==> src/ea_pkg.sv <==
// constants and types for the effective address generator
package ea_pkg;
  // mode field codes
  localparam logic [2:0] MODE_DREG = 3'h0;
  localparam logic [2:0] MODE_AREG = 3'h1;
  localparam logic [2:0] MODE_IND = 3'h2;
  localparam logic [2:0] MODE_POST = 3'h3;
  localparam logic [2:0] MODE_PRE = 3'h4;
  localparam logic [2:0] MODE_DISP = 3'h5;
  localparam logic [2:0] MODE_IDX = 3'h6;
  localparam logic [2:0] MODE_SPEC = 3'h7;
  // register field codes under the special mode
  localparam logic [2:0] SPEC_ABS_S = 3'h0;
  localparam logic [2:0] SPEC_ABS_L = 3'h1;
  localparam logic [2:0] SPEC_PC_D = 3'h2;
  localparam logic [2:0] SPEC_PC_X = 3'h3;
  localparam logic [2:0] SPEC_IMM = 3'h4;
  // field positions in the operation word
  localparam int EA_MODE_HI = 5;
  localparam int EA_MODE_LO = 3;
  localparam int EA_REG_HI = 2;
  localparam int EA_REG_LO = 0;
  // index extension word fields
  localparam int IX_DA_BIT = 15;
  localparam int IX_REG_HI = 14;
  localparam int IX_REG_LO = 12;
  localparam int IX_LONG_BIT = 11;
  // stack pointer register number
  localparam logic [2:0] SP_REG = 3'h7;
  // step to the second word of a long operand
  localparam logic [31:0] WORD_STEP = 32'h2;
  // largest instruction length in words
  localparam logic [2:0] MAX_WORDS = 3'h5;
  // reset values
  localparam logic [31:0] ADDR_RST = 32'h0;
  // operand sizes
  typedef enum logic [1:0] {SZ_BYTE, SZ_WORD, SZ_LONG} size_t;
  // operand location kinds
  typedef enum logic [1:0] {
    LOC_DREG, LOC_AREG, LOC_MEM, LOC_IMM
  } loc_t;
endpackage
==> src/ea_if.sv <==
// extension word hand-off between the sequencer and the adder
`timescale 1ns/100ps
interface ea_if;
  logic [2:0] mode; // latched mode field
  logic [2:0] reg_no; // latched register field
  logic [15:0] ext0; // first extension word
  logic [15:0] ext1; // second extension word
  logic [31:0] ext_pc; // address of first extension word
  logic [31:0] base; // selected address register
  logic [31:0] index; // index register value
  logic [31:0] addr; // computed address
  modport seq (output mode, reg_no, ext0, ext1, ext_pc, base, index,
    input addr);
  modport calc (input mode, reg_no, ext0, ext1, ext_pc, base, index,
    output addr);
endinterface

==> src/ea_calc.sv <==
// combinational address adder for extension-word modes
`timescale 1ns/100ps
module ea_calc
  import ea_pkg::*;
(
  ea_if.calc e
);
  // sign extension of an 8 bit displacement
  function automatic logic [31:0] sx8(input logic [7:0] v);
    sx8 = {{24{v[7]}}, v};
  endfunction
  // sign extension of a 16 bit value
  function automatic logic [31:0] sx16(input logic [15:0] v);
    sx16 = {{16{v[15]}}, v};
  endfunction

  // address formation per mode
  always_comb begin
    e.addr = e.base;
    unique case (e.mode)
      MODE_DISP: e.addr = e.base + sx16(e.ext0);
      MODE_IDX: e.addr = e.base + e.index + sx8(e.ext0[7:0]);
      MODE_SPEC: begin
        unique case (e.reg_no)
          SPEC_ABS_S: e.addr = sx16(e.ext0);
          SPEC_ABS_L: e.addr = {e.ext0, e.ext1};
          SPEC_PC_D: e.addr = e.ext_pc + sx16(e.ext0);
          SPEC_PC_X: e.addr = e.ext_pc + e.index + sx8(e.ext0[7:0]);
          default: e.addr = e.base;
        endcase
      end
      default: e.addr = e.base;
    endcase
  end
endmodule

==> src/ea_gen.sv <==
// effective address generator for a single-operand operation word
`timescale 1ns/100ps
module ea_gen
  import ea_pkg::*;
(
  input wire logic mclk,
  input wire logic sys_rst,
  // operation word and start strobe
  input wire logic op_valid,
  input wire logic [15:0] op_word,
  input wire logic [31:0] op_pc,
  input wire size_t op_size,
  input wire logic op_write,
  input wire logic jump_instruction,
  input wire logic subroutine_call_instruction,
  // extension word stream
  input wire logic ext_valid,
  input wire logic [15:0] ext_word,
  // register file read data
  input wire logic [31:0] address_reg_n,
  input wire logic [31:0] data_reg_n,
  input wire logic [31:0] index_rd,
  // results
  output logic busy,
  output logic ext_ready,
  output logic [2:0] areg_sel,
  output logic [2:0] index_sel,
  output logic index_is_addr,
  output logic index_long,
  output logic done,
  output loc_t loc,
  output logic [31:0] ea_addr,
  output logic [31:0] imm_data,
  output logic [31:0] operand,
  output logic prog_ref,
  output logic [2:0] instr_words,
  output logic areg_we,
  output logic [31:0] areg_wdata,
  output logic addr_odd_err,
  output logic [31:0] hi_byte_addr,
  output logic [31:0] lo_byte_addr,
  output logic [31:0] long_lo_addr
);
  // sequencer states
  typedef enum logic [2:0] {
    S_IDLE, S_EXT0, S_EXT1, S_CALC, S_DONE
  } st_t;

  // extension word count required by the effective address
  function automatic logic [1:0] ext_count(input logic [2:0] m,
      input logic [2:0] r, input size_t sz);
    ext_count = 2'h0;
    unique case (m)
      MODE_DISP, MODE_IDX: ext_count = 2'h1;
      MODE_SPEC: begin
        unique case (r)
          SPEC_ABS_S, SPEC_PC_D, SPEC_PC_X: ext_count = 2'h1;
          SPEC_ABS_L: ext_count = 2'h2;
          SPEC_IMM: ext_count = (sz == SZ_LONG) ? 2'h2 : 2'h1;
          default: ext_count = 2'h0;
        endcase
      end
      default: ext_count = 2'h0;
    endcase
  endfunction

  // address step by operand size
  function automatic logic [31:0] step(input size_t sz,
      input logic [2:0] r);
    unique case (sz)
      SZ_LONG: step = 32'h4;
      SZ_WORD: step = 32'h2;
      // byte steps by two on the stack pointer to keep it even
      default: step = (r == SP_REG) ? 32'h2 : 32'h1;
    endcase
  endfunction

  st_t st_q;
  logic [2:0] mode_q; // latched mode field
  logic [2:0] reg_q; // latched register field
  size_t size_q; // latched operand size
  logic write_q; // operand is a write
  logic jmp_q; // jump instruction
  logic jsr_q; // subroutine call
  logic [1:0] need_q; // extension words expected for this operand
  logic [15:0] ext0_q; // first extension word
  logic [15:0] ext1_q; // second extension word
  logic [31:0] ext_pc_q; // address of first extension word
  logic [31:0] base_q; // captured address register
  logic [31:0] calc_addr; // adder result
  logic [31:0] mem_addr; // final memory address
  logic [31:0] ea_d; // next ea_addr
  logic pref_d; // next program reference flag
  logic mem_mode; // operand lives in memory

  ea_if e ();
  assign e.mode = mode_q;
  assign e.reg_no = reg_q;
  assign e.ext0 = ext0_q;
  assign e.ext1 = ext1_q;
  assign e.ext_pc = ext_pc_q;
  assign e.base = base_q;
  assign e.index = index_rd;
  assign calc_addr = e.addr;

  ea_calc u_calc (
    .e(e)
  );

  // sequencer: opword, extension words, result
  always_ff @(posedge mclk or posedge sys_rst) begin
    if (sys_rst) begin
      st_q <= S_IDLE;
      need_q <= 2'h0;
    end else begin
      unique case (st_q)
        S_IDLE: begin
          if (op_valid) begin
            need_q <= ext_count(op_word[EA_MODE_HI:EA_MODE_LO],
              op_word[EA_REG_HI:EA_REG_LO], op_size);
            if (ext_count(op_word[EA_MODE_HI:EA_MODE_LO],
                op_word[EA_REG_HI:EA_REG_LO], op_size) != 2'h0) begin
              st_q <= S_EXT0;
            end else begin
              st_q <= S_CALC;
            end
          end
        end
        S_EXT0: begin
          if (ext_valid) begin
            st_q <= (need_q == 2'h2) ? S_EXT1 : S_CALC;
          end
        end
        S_EXT1: begin
          if (ext_valid) begin
            st_q <= S_CALC;
          end
        end
        S_CALC: st_q <= S_DONE;
        S_DONE: st_q <= S_IDLE;
        default: st_q <= S_IDLE;
      endcase
    end
  end

  // operation word field capture
  always_ff @(posedge mclk or posedge sys_rst) begin
    if (sys_rst) begin
      mode_q <= MODE_DREG;
      reg_q <= 3'h0;
      size_q <= SZ_BYTE;
      write_q <= 1'b0;
      jmp_q <= 1'b0;
      jsr_q <= 1'b0;
      ext_pc_q <= ADDR_RST;
      instr_words <= 3'h1;
    end else if (st_q == S_IDLE && op_valid) begin
      // fields at bits 5..3 and 2..0
      mode_q <= op_word[EA_MODE_HI:EA_MODE_LO];
      reg_q <= op_word[EA_REG_HI:EA_REG_LO];
      size_q <= op_size;
      write_q <= op_write;
      jmp_q <= jump_instruction;
      jsr_q <= subroutine_call_instruction;
      // extension word follows at next even address
      ext_pc_q <= op_pc + WORD_STEP;
      instr_words <= 3'h1 + {1'b0, ext_count(op_word[EA_MODE_HI:EA_MODE_LO],
        op_word[EA_REG_HI:EA_REG_LO], op_size)};
    end
  end

  // extension word capture
  always_ff @(posedge mclk or posedge sys_rst) begin
    if (sys_rst) begin
      ext0_q <= 16'h0;
      ext1_q <= 16'h0;
    end else if (st_q == S_EXT0 && ext_valid) begin
      ext0_q <= ext_word;
    end else if (st_q == S_EXT1 && ext_valid) begin
      ext1_q <= ext_word;
    end
  end

  // address register capture, latched before any update
  always_ff @(posedge mclk or posedge sys_rst) begin
    if (sys_rst) begin
      base_q <= ADDR_RST;
    end else if (st_q == S_IDLE && op_valid) begin
      base_q <= address_reg_n;
    end
  end

  // register selects; register number from field
  always_ff @(posedge mclk or posedge sys_rst) begin
    if (sys_rst) begin
      areg_sel <= 3'h0;
      index_sel <= 3'h0;
      index_is_addr <= 1'b0;
      index_long <= 1'b0;
    end else begin
      if (st_q == S_IDLE && op_valid) begin
        areg_sel <= op_word[EA_REG_HI:EA_REG_LO];
      end
      if (st_q == S_EXT0 && ext_valid) begin
        index_sel <= ext_word[IX_REG_HI:IX_REG_LO];
        index_is_addr <= ext_word[IX_DA_BIT];
        index_long <= ext_word[IX_LONG_BIT];
      end
    end
  end

  assign mem_mode = (mode_q >= MODE_IND && mode_q <= MODE_IDX) ||
    (mode_q == MODE_SPEC && reg_q <= SPEC_PC_X);

  // memory address choice by mode
  always_comb begin
    unique case (mode_q)
      MODE_IND: mem_addr = base_q;
      MODE_POST: mem_addr = base_q;
      MODE_PRE: mem_addr = base_q - step(size_q, reg_q);
      default: mem_addr = calc_addr;
    endcase
    ea_d = mem_mode ? mem_addr : ADDR_RST;
  end

  // reference class; writes always to data space
  always_comb begin
    pref_d = 1'b0;
    if (!write_q) begin
      // pc relative is a program reference
      if (mode_q == MODE_SPEC &&
          (reg_q == SPEC_PC_D || reg_q == SPEC_PC_X)) begin
        pref_d = 1'b1;
      end else if (mode_q == MODE_DISP) begin
        pref_d = jsr_q;
      end else if (mode_q == MODE_IND || mode_q == MODE_IDX ||
          (mode_q == MODE_SPEC && reg_q <= SPEC_ABS_L)) begin
        // jump and call make program references
        pref_d = jmp_q || jsr_q;
      end
    end
  end

  // result outputs
  always_ff @(posedge mclk or posedge sys_rst) begin
    if (sys_rst) begin
      done <= 1'b0;
      loc <= LOC_DREG;
      ea_addr <= ADDR_RST;
      prog_ref <= 1'b0;
      addr_odd_err <= 1'b0;
    end else begin
      done <= (st_q == S_CALC);
      if (st_q == S_CALC) begin
        unique case (mode_q)
          MODE_DREG: loc <= LOC_DREG;
          MODE_AREG: loc <= LOC_AREG;
          MODE_SPEC: loc <= (reg_q == SPEC_IMM) ? LOC_IMM : LOC_MEM;
          default: loc <= LOC_MEM;
        endcase
        ea_addr <= ea_d;
        prog_ref <= pref_d;
        // word and long accesses must be even
        addr_odd_err <= mem_mode && size_q != SZ_BYTE && ea_d[0];
      end
    end
  end

  // byte lane addresses; high byte even, low odd
  always_ff @(posedge mclk or posedge sys_rst) begin
    if (sys_rst) begin
      hi_byte_addr <= ADDR_RST;
      lo_byte_addr <= ADDR_RST;
      long_lo_addr <= ADDR_RST;
    end else if (st_q == S_CALC) begin
      hi_byte_addr <= {ea_d[31:1], 1'b0};
      lo_byte_addr <= {ea_d[31:1], 1'b1};
      // second word at n + 2
      long_lo_addr <= {ea_d[31:1], 1'b0} + WORD_STEP;
    end
  end

  // operand and immediate data
  always_ff @(posedge mclk or posedge sys_rst) begin
    if (sys_rst) begin
      operand <= 32'h0;
      imm_data <= 32'h0;
    end else if (st_q == S_CALC) begin
      operand <= (mode_q == MODE_AREG) ? base_q : data_reg_n;
      unique case (size_q)
        SZ_BYTE: imm_data <= {24'h0, ext0_q[7:0]};
        SZ_WORD: imm_data <= {16'h0, ext0_q};
        default: imm_data <= {ext0_q, ext1_q};
      endcase
    end
  end

  // address register write-back for increment and decrement
  always_ff @(posedge mclk or posedge sys_rst) begin
    if (sys_rst) begin
      areg_we <= 1'b0;
      areg_wdata <= ADDR_RST;
    end else begin
      areg_we <= 1'b0;
      if (st_q == S_CALC && mode_q == MODE_POST) begin
        areg_we <= 1'b1;
        areg_wdata <= base_q + step(size_q, reg_q);
      end else if (st_q == S_CALC && mode_q == MODE_PRE) begin
        areg_we <= 1'b1;
        areg_wdata <= base_q - step(size_q, reg_q);
      end
    end
  end

  // handshake flags
  always_ff @(posedge mclk or posedge sys_rst) begin
    if (sys_rst) begin
      busy <= 1'b0;
      ext_ready <= 1'b0;
    end else begin
      busy <= !(st_q == S_IDLE && !op_valid) && st_q != S_DONE;
      ext_ready <= (st_q == S_IDLE && op_valid &&
        ext_count(op_word[EA_MODE_HI:EA_MODE_LO],
        op_word[EA_REG_HI:EA_REG_LO], op_size) != 2'h0) ||
        (st_q == S_EXT0 && ext_valid && need_q == 2'h2) ||
        (st_q == S_EXT0 && !ext_valid) || (st_q == S_EXT1 && !ext_valid);
    end
  end
endmodule

==> config.mk <==
export PLATFORM = sky130hd
export DESIGN_NAME = ea_gen
export DESIGN_NICKNAME = d
export VERILOG_FILES = /design/src/ea_pkg.sv /design/src/ea_if.sv /design/src/ea_calc.sv /design/src/ea_gen.sv
export SDC_FILE = /design/constraint.sdc
export NUM_CORES = 1
export LEC_CHECK = 0
export ABC_AREA = 1
export BUFFER_PORTS_ARGS = -buffer_cell sky130_fd_sc_hd__buf_2
export CAP_MARGIN = 40
export CORE_MARGIN = 5
export CORE_UTILIZATION = 35
export CTS_BUF_LIST = sky130_fd_sc_hd__clkbuf_8
export DETAILED_ROUTE_END_ITERATION = 12
export PLACE_DENSITY_LB_ADDON = 0.1
export SLEW_MARGIN = 20
export SYNTH_ARGS = -nofsm -noshare
export SYNTH_HDL_FRONTEND = slang
export SYNTH_SLANG_ARGS = --single-unit
==> constraint.sdc <==
create_clock -name mclk -period 12.43 [get_ports mclk]
set_clock_uncertainty 0.15 [all_clocks]
set_input_delay 0.6215 -clock mclk [delete_from_list [all_inputs] [get_ports mclk]]
set_output_delay 0.6215 -clock mclk [all_outputs]
set_load 0.05 [all_outputs]
---- Word level (Yosys, flattened, before mapping) ----
Cells that the tools add are included.
operators by class
  bitwise gates (word level) .............. 1
  $add $sub $neg .......................... 12
  equality and inequality tests ........... 30
  reductions and logical operators ........ 43
  mux-type cells .......................... 34
  order comparisons ....................... 4
operators with widths
  cell                                                                    number
  32-bit 2-to-1 mux                                                       8
  32-bit adder                                                            7
  32-bit case mux with 2 select lines                                     2
  32-bit case mux with 4 select lines                                     1
  32-bit case mux with 3 select lines                                     1
  32-bit by 2-bit adder with 32-bit output (second input constant)        2
  32-bit subtractor                                                       2
  3-bit equality test (second input constant)                             10
  3-bit by 2-bit equality test with 1-bit output (second input constant)  8
  1-bit logical AND                                                       17
  3-bit by 1-bit equality test with 1-bit output (second input constant)  4
  3-bit logical NOT                                                       4
  2-bit 2-to-1 mux                                                        6
  2-bit case mux with 3 select lines                                      2
  3-bit case mux with 4 select lines                                      1
  3-bit 2-to-1 mux                                                        3
  1-bit logical OR                                                        8
  1-bit 2-to-1 mux                                                        8
  2-bit nonzero test                                                      4
  2-bit equality test (second input constant)                             3
  2-bit != test (second input constant)                                   3
  3-bit case mux with 2 select lines                                      1
  2-bit case mux with 2 select lines                                      1
  2-bit AND reduction                                                     2
  other kinds (13)                                                        16
storage, ports and cells
  word-level logic and storage cells ...... 154
  output and inout bits ................... 243
  register bits ........................... 351
  input bits .............................. 169

---- Depth between registers and ports, before layout ----
Gate-level depths: netlist of run 1.
  depth after elaboration ................. 10
  depth in mapped cells ................... 30
  mapped depth without buffers ............ 30

---- Hierarchy ----
A second synthesis of run 1 with hierarchy kept.
second synthesis, totals
  cell total of the unflattened synthesis .. 4147
  area total of the unflattened synthesis .. 27228.6 um^2
by module, submodules not included
  module   area each (um^2)  sequential area each (um^2)  times used  cells each
  ea_gen   16030.4           7083.0                       1           2111
  ea_calc  11198.2           0.0                          1           2036

---- Worst setup path before layout of run 1 ----
OpenSTA, ideal clock, no wires.
  path kind ............................... reg2reg
  start point ............................. register ext0_q[7], in the netlist e.ext0[7]
  end point ............................... register long_lo_addr[27]
  arrival ................................. 4.792 ns
  stages on the path, launching flop included .. 23
  buffers on the path ..................... 0
  data required time ...................... 12.162 ns
  clock period less this slack ............ 5.059 ns
  library setup time ...................... 0.118 ns
  slack ................................... 7.371 ns
  cells stage by stage .................... dfrtp_1 fa_1 ha_1 nand2_1 inv_1 a21oi_1 nand3_1 nand2_1 nand3_1 nand3_1 nand2_1 nand3b_1 nand2_1 inv_1 nand2_1 nor2_1 nand2_2 nor2_4 nand3_2 nor2_2 nand2_1 nor2_1 nor2_1
on the way
  cells in the longest elaborated chain, start to end .. 6
  elaborated cells between the ends (all ways) .. 9
  those cells by class .................... 5 x add/sub; 4 x mux
ends and longest elaborated chain
  element                                     line                          text
  from (decl)                                 ea_gen.sv:86                  logic [15:0] ext0_q;
  from (signal assigned)                      ea_gen.sv:178                 ext0_q <= ext_word;
  32-bit adder (on tied branches)             ea_calc.sv:28, ea_calc.sv:27
  32-bit case mux with 4 select lines         ea_calc.sv:24                 unique case (e.reg_no)
  32-bit case mux with 3 select lines *       ea_calc.sv:20                 unique case (e.mode)
  32-bit case mux with 2 select lines *       ea_gen.sv:217                 unique case (mode_q)
  32-bit 2-to-1 mux *                         ea_gen.sv:223                 ea_d = mem_mode ? mem_addr : ADDR_RST;
  32-bit by 2-bit adder with 32-bit output *  ea_gen.sv:279                 long_lo_addr <= {ea_d[31:1], 1'b0} + WORD_STEP;
  to (signal assigned)                        ea_gen.sv:279
  to (decl)                                   ea_gen.sv:42                  output logic [31:0] long_lo_addr
Mark *: on every way between the ends. The rest lies on a longest branch, timed or not.
A chain may end at the register's enable or synchronous reset.

---- Worst setup path after layout of run 1 ----
  start point ............................. register ext0_q[7], in the netlist e.ext0[7]
  end point ............................... register long_lo_addr[28]
The elaborated chain is that of the path after synthesis.

==> run metrics, run 1 <==
status=finished, final reports clean; GRT Overall Usage=0.274; first-pass GRT wire length=around 170,000 um; yosys warns=0; Placement Setup Slack=7040 ps; Site Rows=a little over 100; Detail Route Antenna Nets=0; Die H=287 um; Worst Hold Class=input port to register; DP HPWL=94,600 um; CP startpoint kind=register; aggregate global routing overflow=0; post-synthesis adder-cell area fraction=0.114; Clock Sinks=283; Worst Slack Setup Final=7000 ps; CTS tree=done; Synth cell types=57; main combinational cell family by area after synthesis=simple AND/OR/NAND/NOR gates; fraction of registers with async set/reset=1.00; final setup vio count=0; Setup CP Type=register to register; Post-synth EDFFs=0; Initial DRC Count=~2,300; post-cts sizing count=0; worst-path fanout max=33; register area share after synthesis=0.264; clk_lat worst skew=680 ps; critical-path cell list=buf_4, fa_1, ha_1, nand2_1, nand2_1, inv_1, o21ai_0, nand2_1, nand2_1, inv_1, nand2_1, o21ai_0, a21oi_1, nor2_1, nand3_1, nand2_1, nor2_1, nand3_1, nor2_1, nand2_1, nor2_1, nand4_1, nand2_1, nand2_1; max-cap viol count=0; die span in x=287 um; Layout area overhead=14.9%; initial antenna violation count=10; WP data arrival=5800 ps; Critical Path Slowest Stage Cell=dfrtp_2; most frequent cells in the layout=nand2_1 (1,280), inv_1 (481), buf_2 (399), nor2_1 (359), o21ai_0 (324); Wirelength per Cell=21.1 um; Core Area=75,900 um^2; crit share post-route=0.437; mux contribution to synthesized area=0; Vias=approximately 29,000; Slew HR=0.426; Top FF cell, synth=dfrtp_1; Finished Core Util=0.405; Synth Cell Area=roughly 27,000 um^2; largest net degree at the start of global routing=109; area of the die=82,200 um^2; unrepaired setup endpoints after global routing=no; #FFs+latches synth=283; Synth Area in Simple Gates=0.352; Post-Synth XOR/XNOR Area=0.0190; # H-tree levels=2; leading cell type in the layout, fill and taps excluded=nand2_1; Placed Area=29,300 um^2; final hold viol count=0; syn_area_per_cell=6.48 um^2; total CTS buffers=54; root buf cell=clkbuf_8; Top Ports=between 400 and 500; maximum clock path buffer count=3; NumNets Final=4,825; fmax=184 MHz; number of global-route vias before repair=27,400; post-synthesis compound-gate area fraction=0.143; Syn Inst Count=4,133; post-layout min period=roughly 5400 ps; critical path's most frequent cell=nand2_1; vias per inst=5.16; first-pass iteration count of the detailed router=5; DRC=0; gp weighted congestion=0.972; CP required=12,800 ps; Routed WL=around 120,000 um; CP Capture Type=register; Worst-Margin Slew=861 ps; layout cell share with drive strength beyond 1=0.138; Final Instance Area=30,800 um^2; Worst-path clk slew=60 ps; I/O Buffers=around 400; FILL cells=around 8,400; Final TNS setup=0 ps; starting density of the core=0.353; R2R setup slack=7000 ps; max incr delay on CP=approximately 850 ps; Pins Over Slew Limit=0
## cells in the mapped netlist, types with 21 or more instances
master    number  area, um^2
xor2_1        51         447
inv_1        463        1740
nand2_1     1280        4800
nand2_2       21         131
dfrtp_1      282        7060
clkbuf_1      95         357
nand3_1      310        1550
buf_4         74         556
ha_1         135        1690
o31ai_1       24         180
a21oi_1      256        1280
o21ai_0      324        1620
fa_1          68        1360
nor3_1        37         185
nor2_1       364        1370
nand4_1       54         338
nand3b_1      47         353
## metal layers
layer  GRT usage  vias up  part of all wire
met1       0.364    13400              0.43
met2       0.470      894              0.48
met3      0.0331      174             0.056
met4      0.0787        4             0.032
li1            -    14100                 -
met5           0        -           0.00023
## stage by stage
step / hold WS [ps] / instances
after floorplan: 282 / 4134
after global placement: 304 / 5391
after detailed placement: 309 / 5396
after CTS: 0.147 / 5519
after global routing: 30.6 / 5525
final: 43.5 / 5526
## worst max-delay path, delay by kind of cell (launching register included)
kind	cells	cell delay, ps
fa+ha+maj	2	900
simple gates	16	1930
flops	1	850
compound gates	3	660
buf+inv	3	700
## cell families after synthesis
logic type,count (synthesis)
AO/OA/AOI/OAI,706
XOR/XNOR,58
other,1
flip-flops,283
AND/OR/NAND/NOR,2202
adder cells (fa/ha/maj),203
buffers and inverters,680
## final cells by class
type	instances	area, um^2	area share
multi-input cells	3171	16900	0.548
flip-flops and latches	283	7090	0.230
repair buffers	460	2640	0.0857
inverters	483	1830	0.0593
well taps	1030	1290	0.0419
clock buffers	65	895	0.0291
clock inverters	29	171	0.00557
diodes	5	12.5	0.000407
## state kept, by name, summed over array words and instances, names as in the netlist, 2 cells and up
name and cells:
areg_sel 3, areg_wdata 32, base_q 32, e.ext0 16, e.ext1 16, e.ext_pc 32, e.mode 3, ea_addr 32
imm_data 32, instr_words 3, loc 2, long_lo_addr 31, need_q 2, operand 32, size_q 2, st_q 3
## path summary, 6_finish.rpt
kind / from / end / depth (start not counted)
max in group asynchronous: sys_rst / e.ext_pc[15]$_DFFE_PP0P_ / 7
setup reg to reg: e.ext0[7]$_DFFE_PP0P_ / long_lo_addr[28]$_DFFE_PP0P_ / 24
min in group asynchronous: sys_rst / ea_addr[22]$_DFFE_PP0P_ / 3
hold reg to reg: lo_byte_addr[0]$_DFFE_PP0P_ / lo_byte_addr[0]$_DFFE_PP0P_ / 1
hold / removal: ext_word[11] / e.ext0[11]$_DFFE_PP0P_ / 3
setup / recovery: e.ext0[7]$_DFFE_PP0P_ / long_lo_addr[28]$_DFFE_PP0P_ / 24
## repair_timing
item,in CTS,in global routing
endpoints found under the hold margin,102,0
hold buffers,29,0
buffers inserted,0,0
Power of run 1 is not shown: default switching activity piles up to over one toggle a cycle in this logic, so the estimate is an artifact.
==> inputs of run 2 (changes only) <==
- clock period: 12.43 -> 4.7 ns (I/O delays scaled with it)
==> run 2 against run 1 <==
Compared with the run above: non-clock buffer count rose by 278; register-to-register slack got worse by 6800 ps; critical path depth down 4; global-route usage rose by 0.99 points; critical endpoint is now ea_addr[31]$_DFFE_PP0P_; final cell count up 5.1%; clock-buffer cell count up 6; sequential share of layout area shrank 1.9 points; setup slack worse by 6800 ps; sequential cell count stayed put.
==> run metrics, run 2 (synthesized netlist as in run 1, its figures left out) <==
Finished Core Util=0.441 (+0.0360); initial antenna violation count=8 (-2); Worst Hold Class=input port to register; number of global-route vias before repair=29,000 (+5.7%); worst-path fanout max=8 (-76%); gp weighted congestion=0.977 (+0.50%); maximum clock path buffer count=3 (unchanged); die span in x=287 um (unchanged); GRT Overall Usage=0.284 (+0.00990); CP startpoint kind=register; Top Ports=412 (unchanged); Worst-Margin Slew=892 ps (+31.8 ps); WP data arrival=4910 ps (-890 ps); Detail Route Antenna Nets=0 (unchanged); layout cell share with drive strength beyond 1=0.167 (+0.0293); Setup CP Type=register to register; crit share post-route=0.963 (+0.526); root buf cell=clkbuf_8; Site Rows=101 (unchanged); area of the die=82,200 um^2 (unchanged); most frequent cells in the layout=nand2_1 (1,280), inv_1 (474), buf_2 (399), nor2_1 (351), o21ai_0 (321); final setup vio count=0 (unchanged); clk_lat worst skew=700 ps (+20 ps); fmax=221 MHz (+20%); Initial DRC Count=2,335 (+3.0%); Vias=29,700 (+4.0%); CP required=5080 ps (-7720 ps); DRC=0 (unchanged); I/O Buffers=399 (unchanged); DP HPWL=97,700 um (+3.3%); starting density of the core=0.353 (unchanged); Pins Over Slew Limit=0 (unchanged); post-layout min period=4530 ps (-905 ps); NumNets Final=5,104 (+5.8%); Worst-path clk slew=60 ps (about the same); Clock Sinks=283 (unchanged); aggregate global routing overflow=0 (unchanged); Routed WL=121,000 um (+3.4%); vias per inst=5.11 (-1.0%); total CTS buffers=55 (+1.9%); Layout area overhead=25.1%; leading cell type in the layout, fill and taps excluded=nand2_1; FILL cells=8,218 (-1.8%); status=finished, final reports clean; final hold viol count=0 (unchanged); Wirelength per Cell=20.8 um (-1.7%); Core Area=75,900 um^2 (unchanged); first-pass iteration count of the detailed router=8 (+3); max-cap viol count=0 (unchanged); CTS tree=done; Slew HR=0.405 (-0.0212); unrepaired setup endpoints after global routing=yes; # H-tree levels=2 (unchanged); CP Capture Type=register; largest net degree at the start of global routing=115 (+5.5%); first-pass GRT wire length=179,000 um (+3.7%); Die H=287 um (unchanged)
## run 2: changes by cell type in the layout (fill, tap and decap cells not counted), sizes merged
cell,delta
dlygate4sd3,+139
clkbuf,+7
clkinv,+5
clkinvlp,+1
bufinv,+2
buf,+138
inv,-8
diode,-1
## run 2: final cells by class
class / count / area, um^2 / share of cell area
multi-input combinational: 3171 / 17000 / 0.507
clock inverter: 29 / 240 / 0.00717
sequential: 283 / 7090 / 0.212
clock buffer: 71 / 977 / 0.0292
timing repair buffer: 738 / 5100 / 0.152
antenna: 4 / 10.0 / 0.000299
inverter: 483 / 1820 / 0.0544
tap: 1030 / 1290 / 0.0385
## run 2: metal layers
metal  routed length [um]  vias to the layer above  track usage
met3                 5820                      183       0.0294
met5                   13                        -            0
li1                     -                    14600            -
met1                53100                    14100        0.378
met2                57200                      821        0.484
met4                 4520                        2       0.0931
## run 2: stage by stage
stage          hold WS (ps)  cells  setup WS (ps)  cell area [um^2]  setup TNS [ps]
2_1_floorplan           193   4134            249             26800               0
5_1_grt                 143   5809          -3.43             33500           -4.67
3_5_place_dp            250   5534            221             30400               0
6_report                121   5809            174             33500               0
3_3_place_gp            245   5531            178             30400               0
4_1_cts                61.8   5801            134             33300               0
## run 2: path summary, 6_finish.rpt
check	from	end	slack (ps)	cells after the start
worst max-delay path	e.ext0[7]$_DFFE_PP0P_	ea_addr[31]$_DFFE_PP0P_	170	20
worst min-delay path	op_pc[0]	e.ext_pc[0]$_DFFE_PP0P_	120	4
worst max register to register	e.ext0[7]$_DFFE_PP0P_	ea_addr[31]$_DFFE_PP0P_	170	20
worst min register to register	jsr_q$_DFFE_PP0P_	jsr_q$_DFFE_PP0P_	320	2
max in group asynchronous	sys_rst	e.ext0[7]$_DFFE_PP0P_	2830	6
min in group asynchronous	sys_rst	ea_addr[24]$_DFFE_PP0P_	430	4
## run 2: what timing repair did
action	CTS	global route
setup endpoints to repair	0	15
gates resized for setup	0	34
setup buffers	0	1
hold buffers	167	1
endpoints found under the hold margin	174	1
## run 2: worst max-delay path, stage by stage, from the launching register on
cell and delay [ps]:
dfrtp_4 580, buf_12 180, buf_4 180, fa_1 470, ha_1 350, nand2_1 90, nand2_1 70, a21oi_1 170
inv_1 60, a21oi_1 160, nand3_1 170, nand2_1 90, nand3_1 130, or2_2 310, nand3_1 140, nand3_1 180
o211ai_1 300, nand3_1 140, nand2_1 180, buf_4 150, o21ai_0 80
Power of run 2 is left out for the same reason.
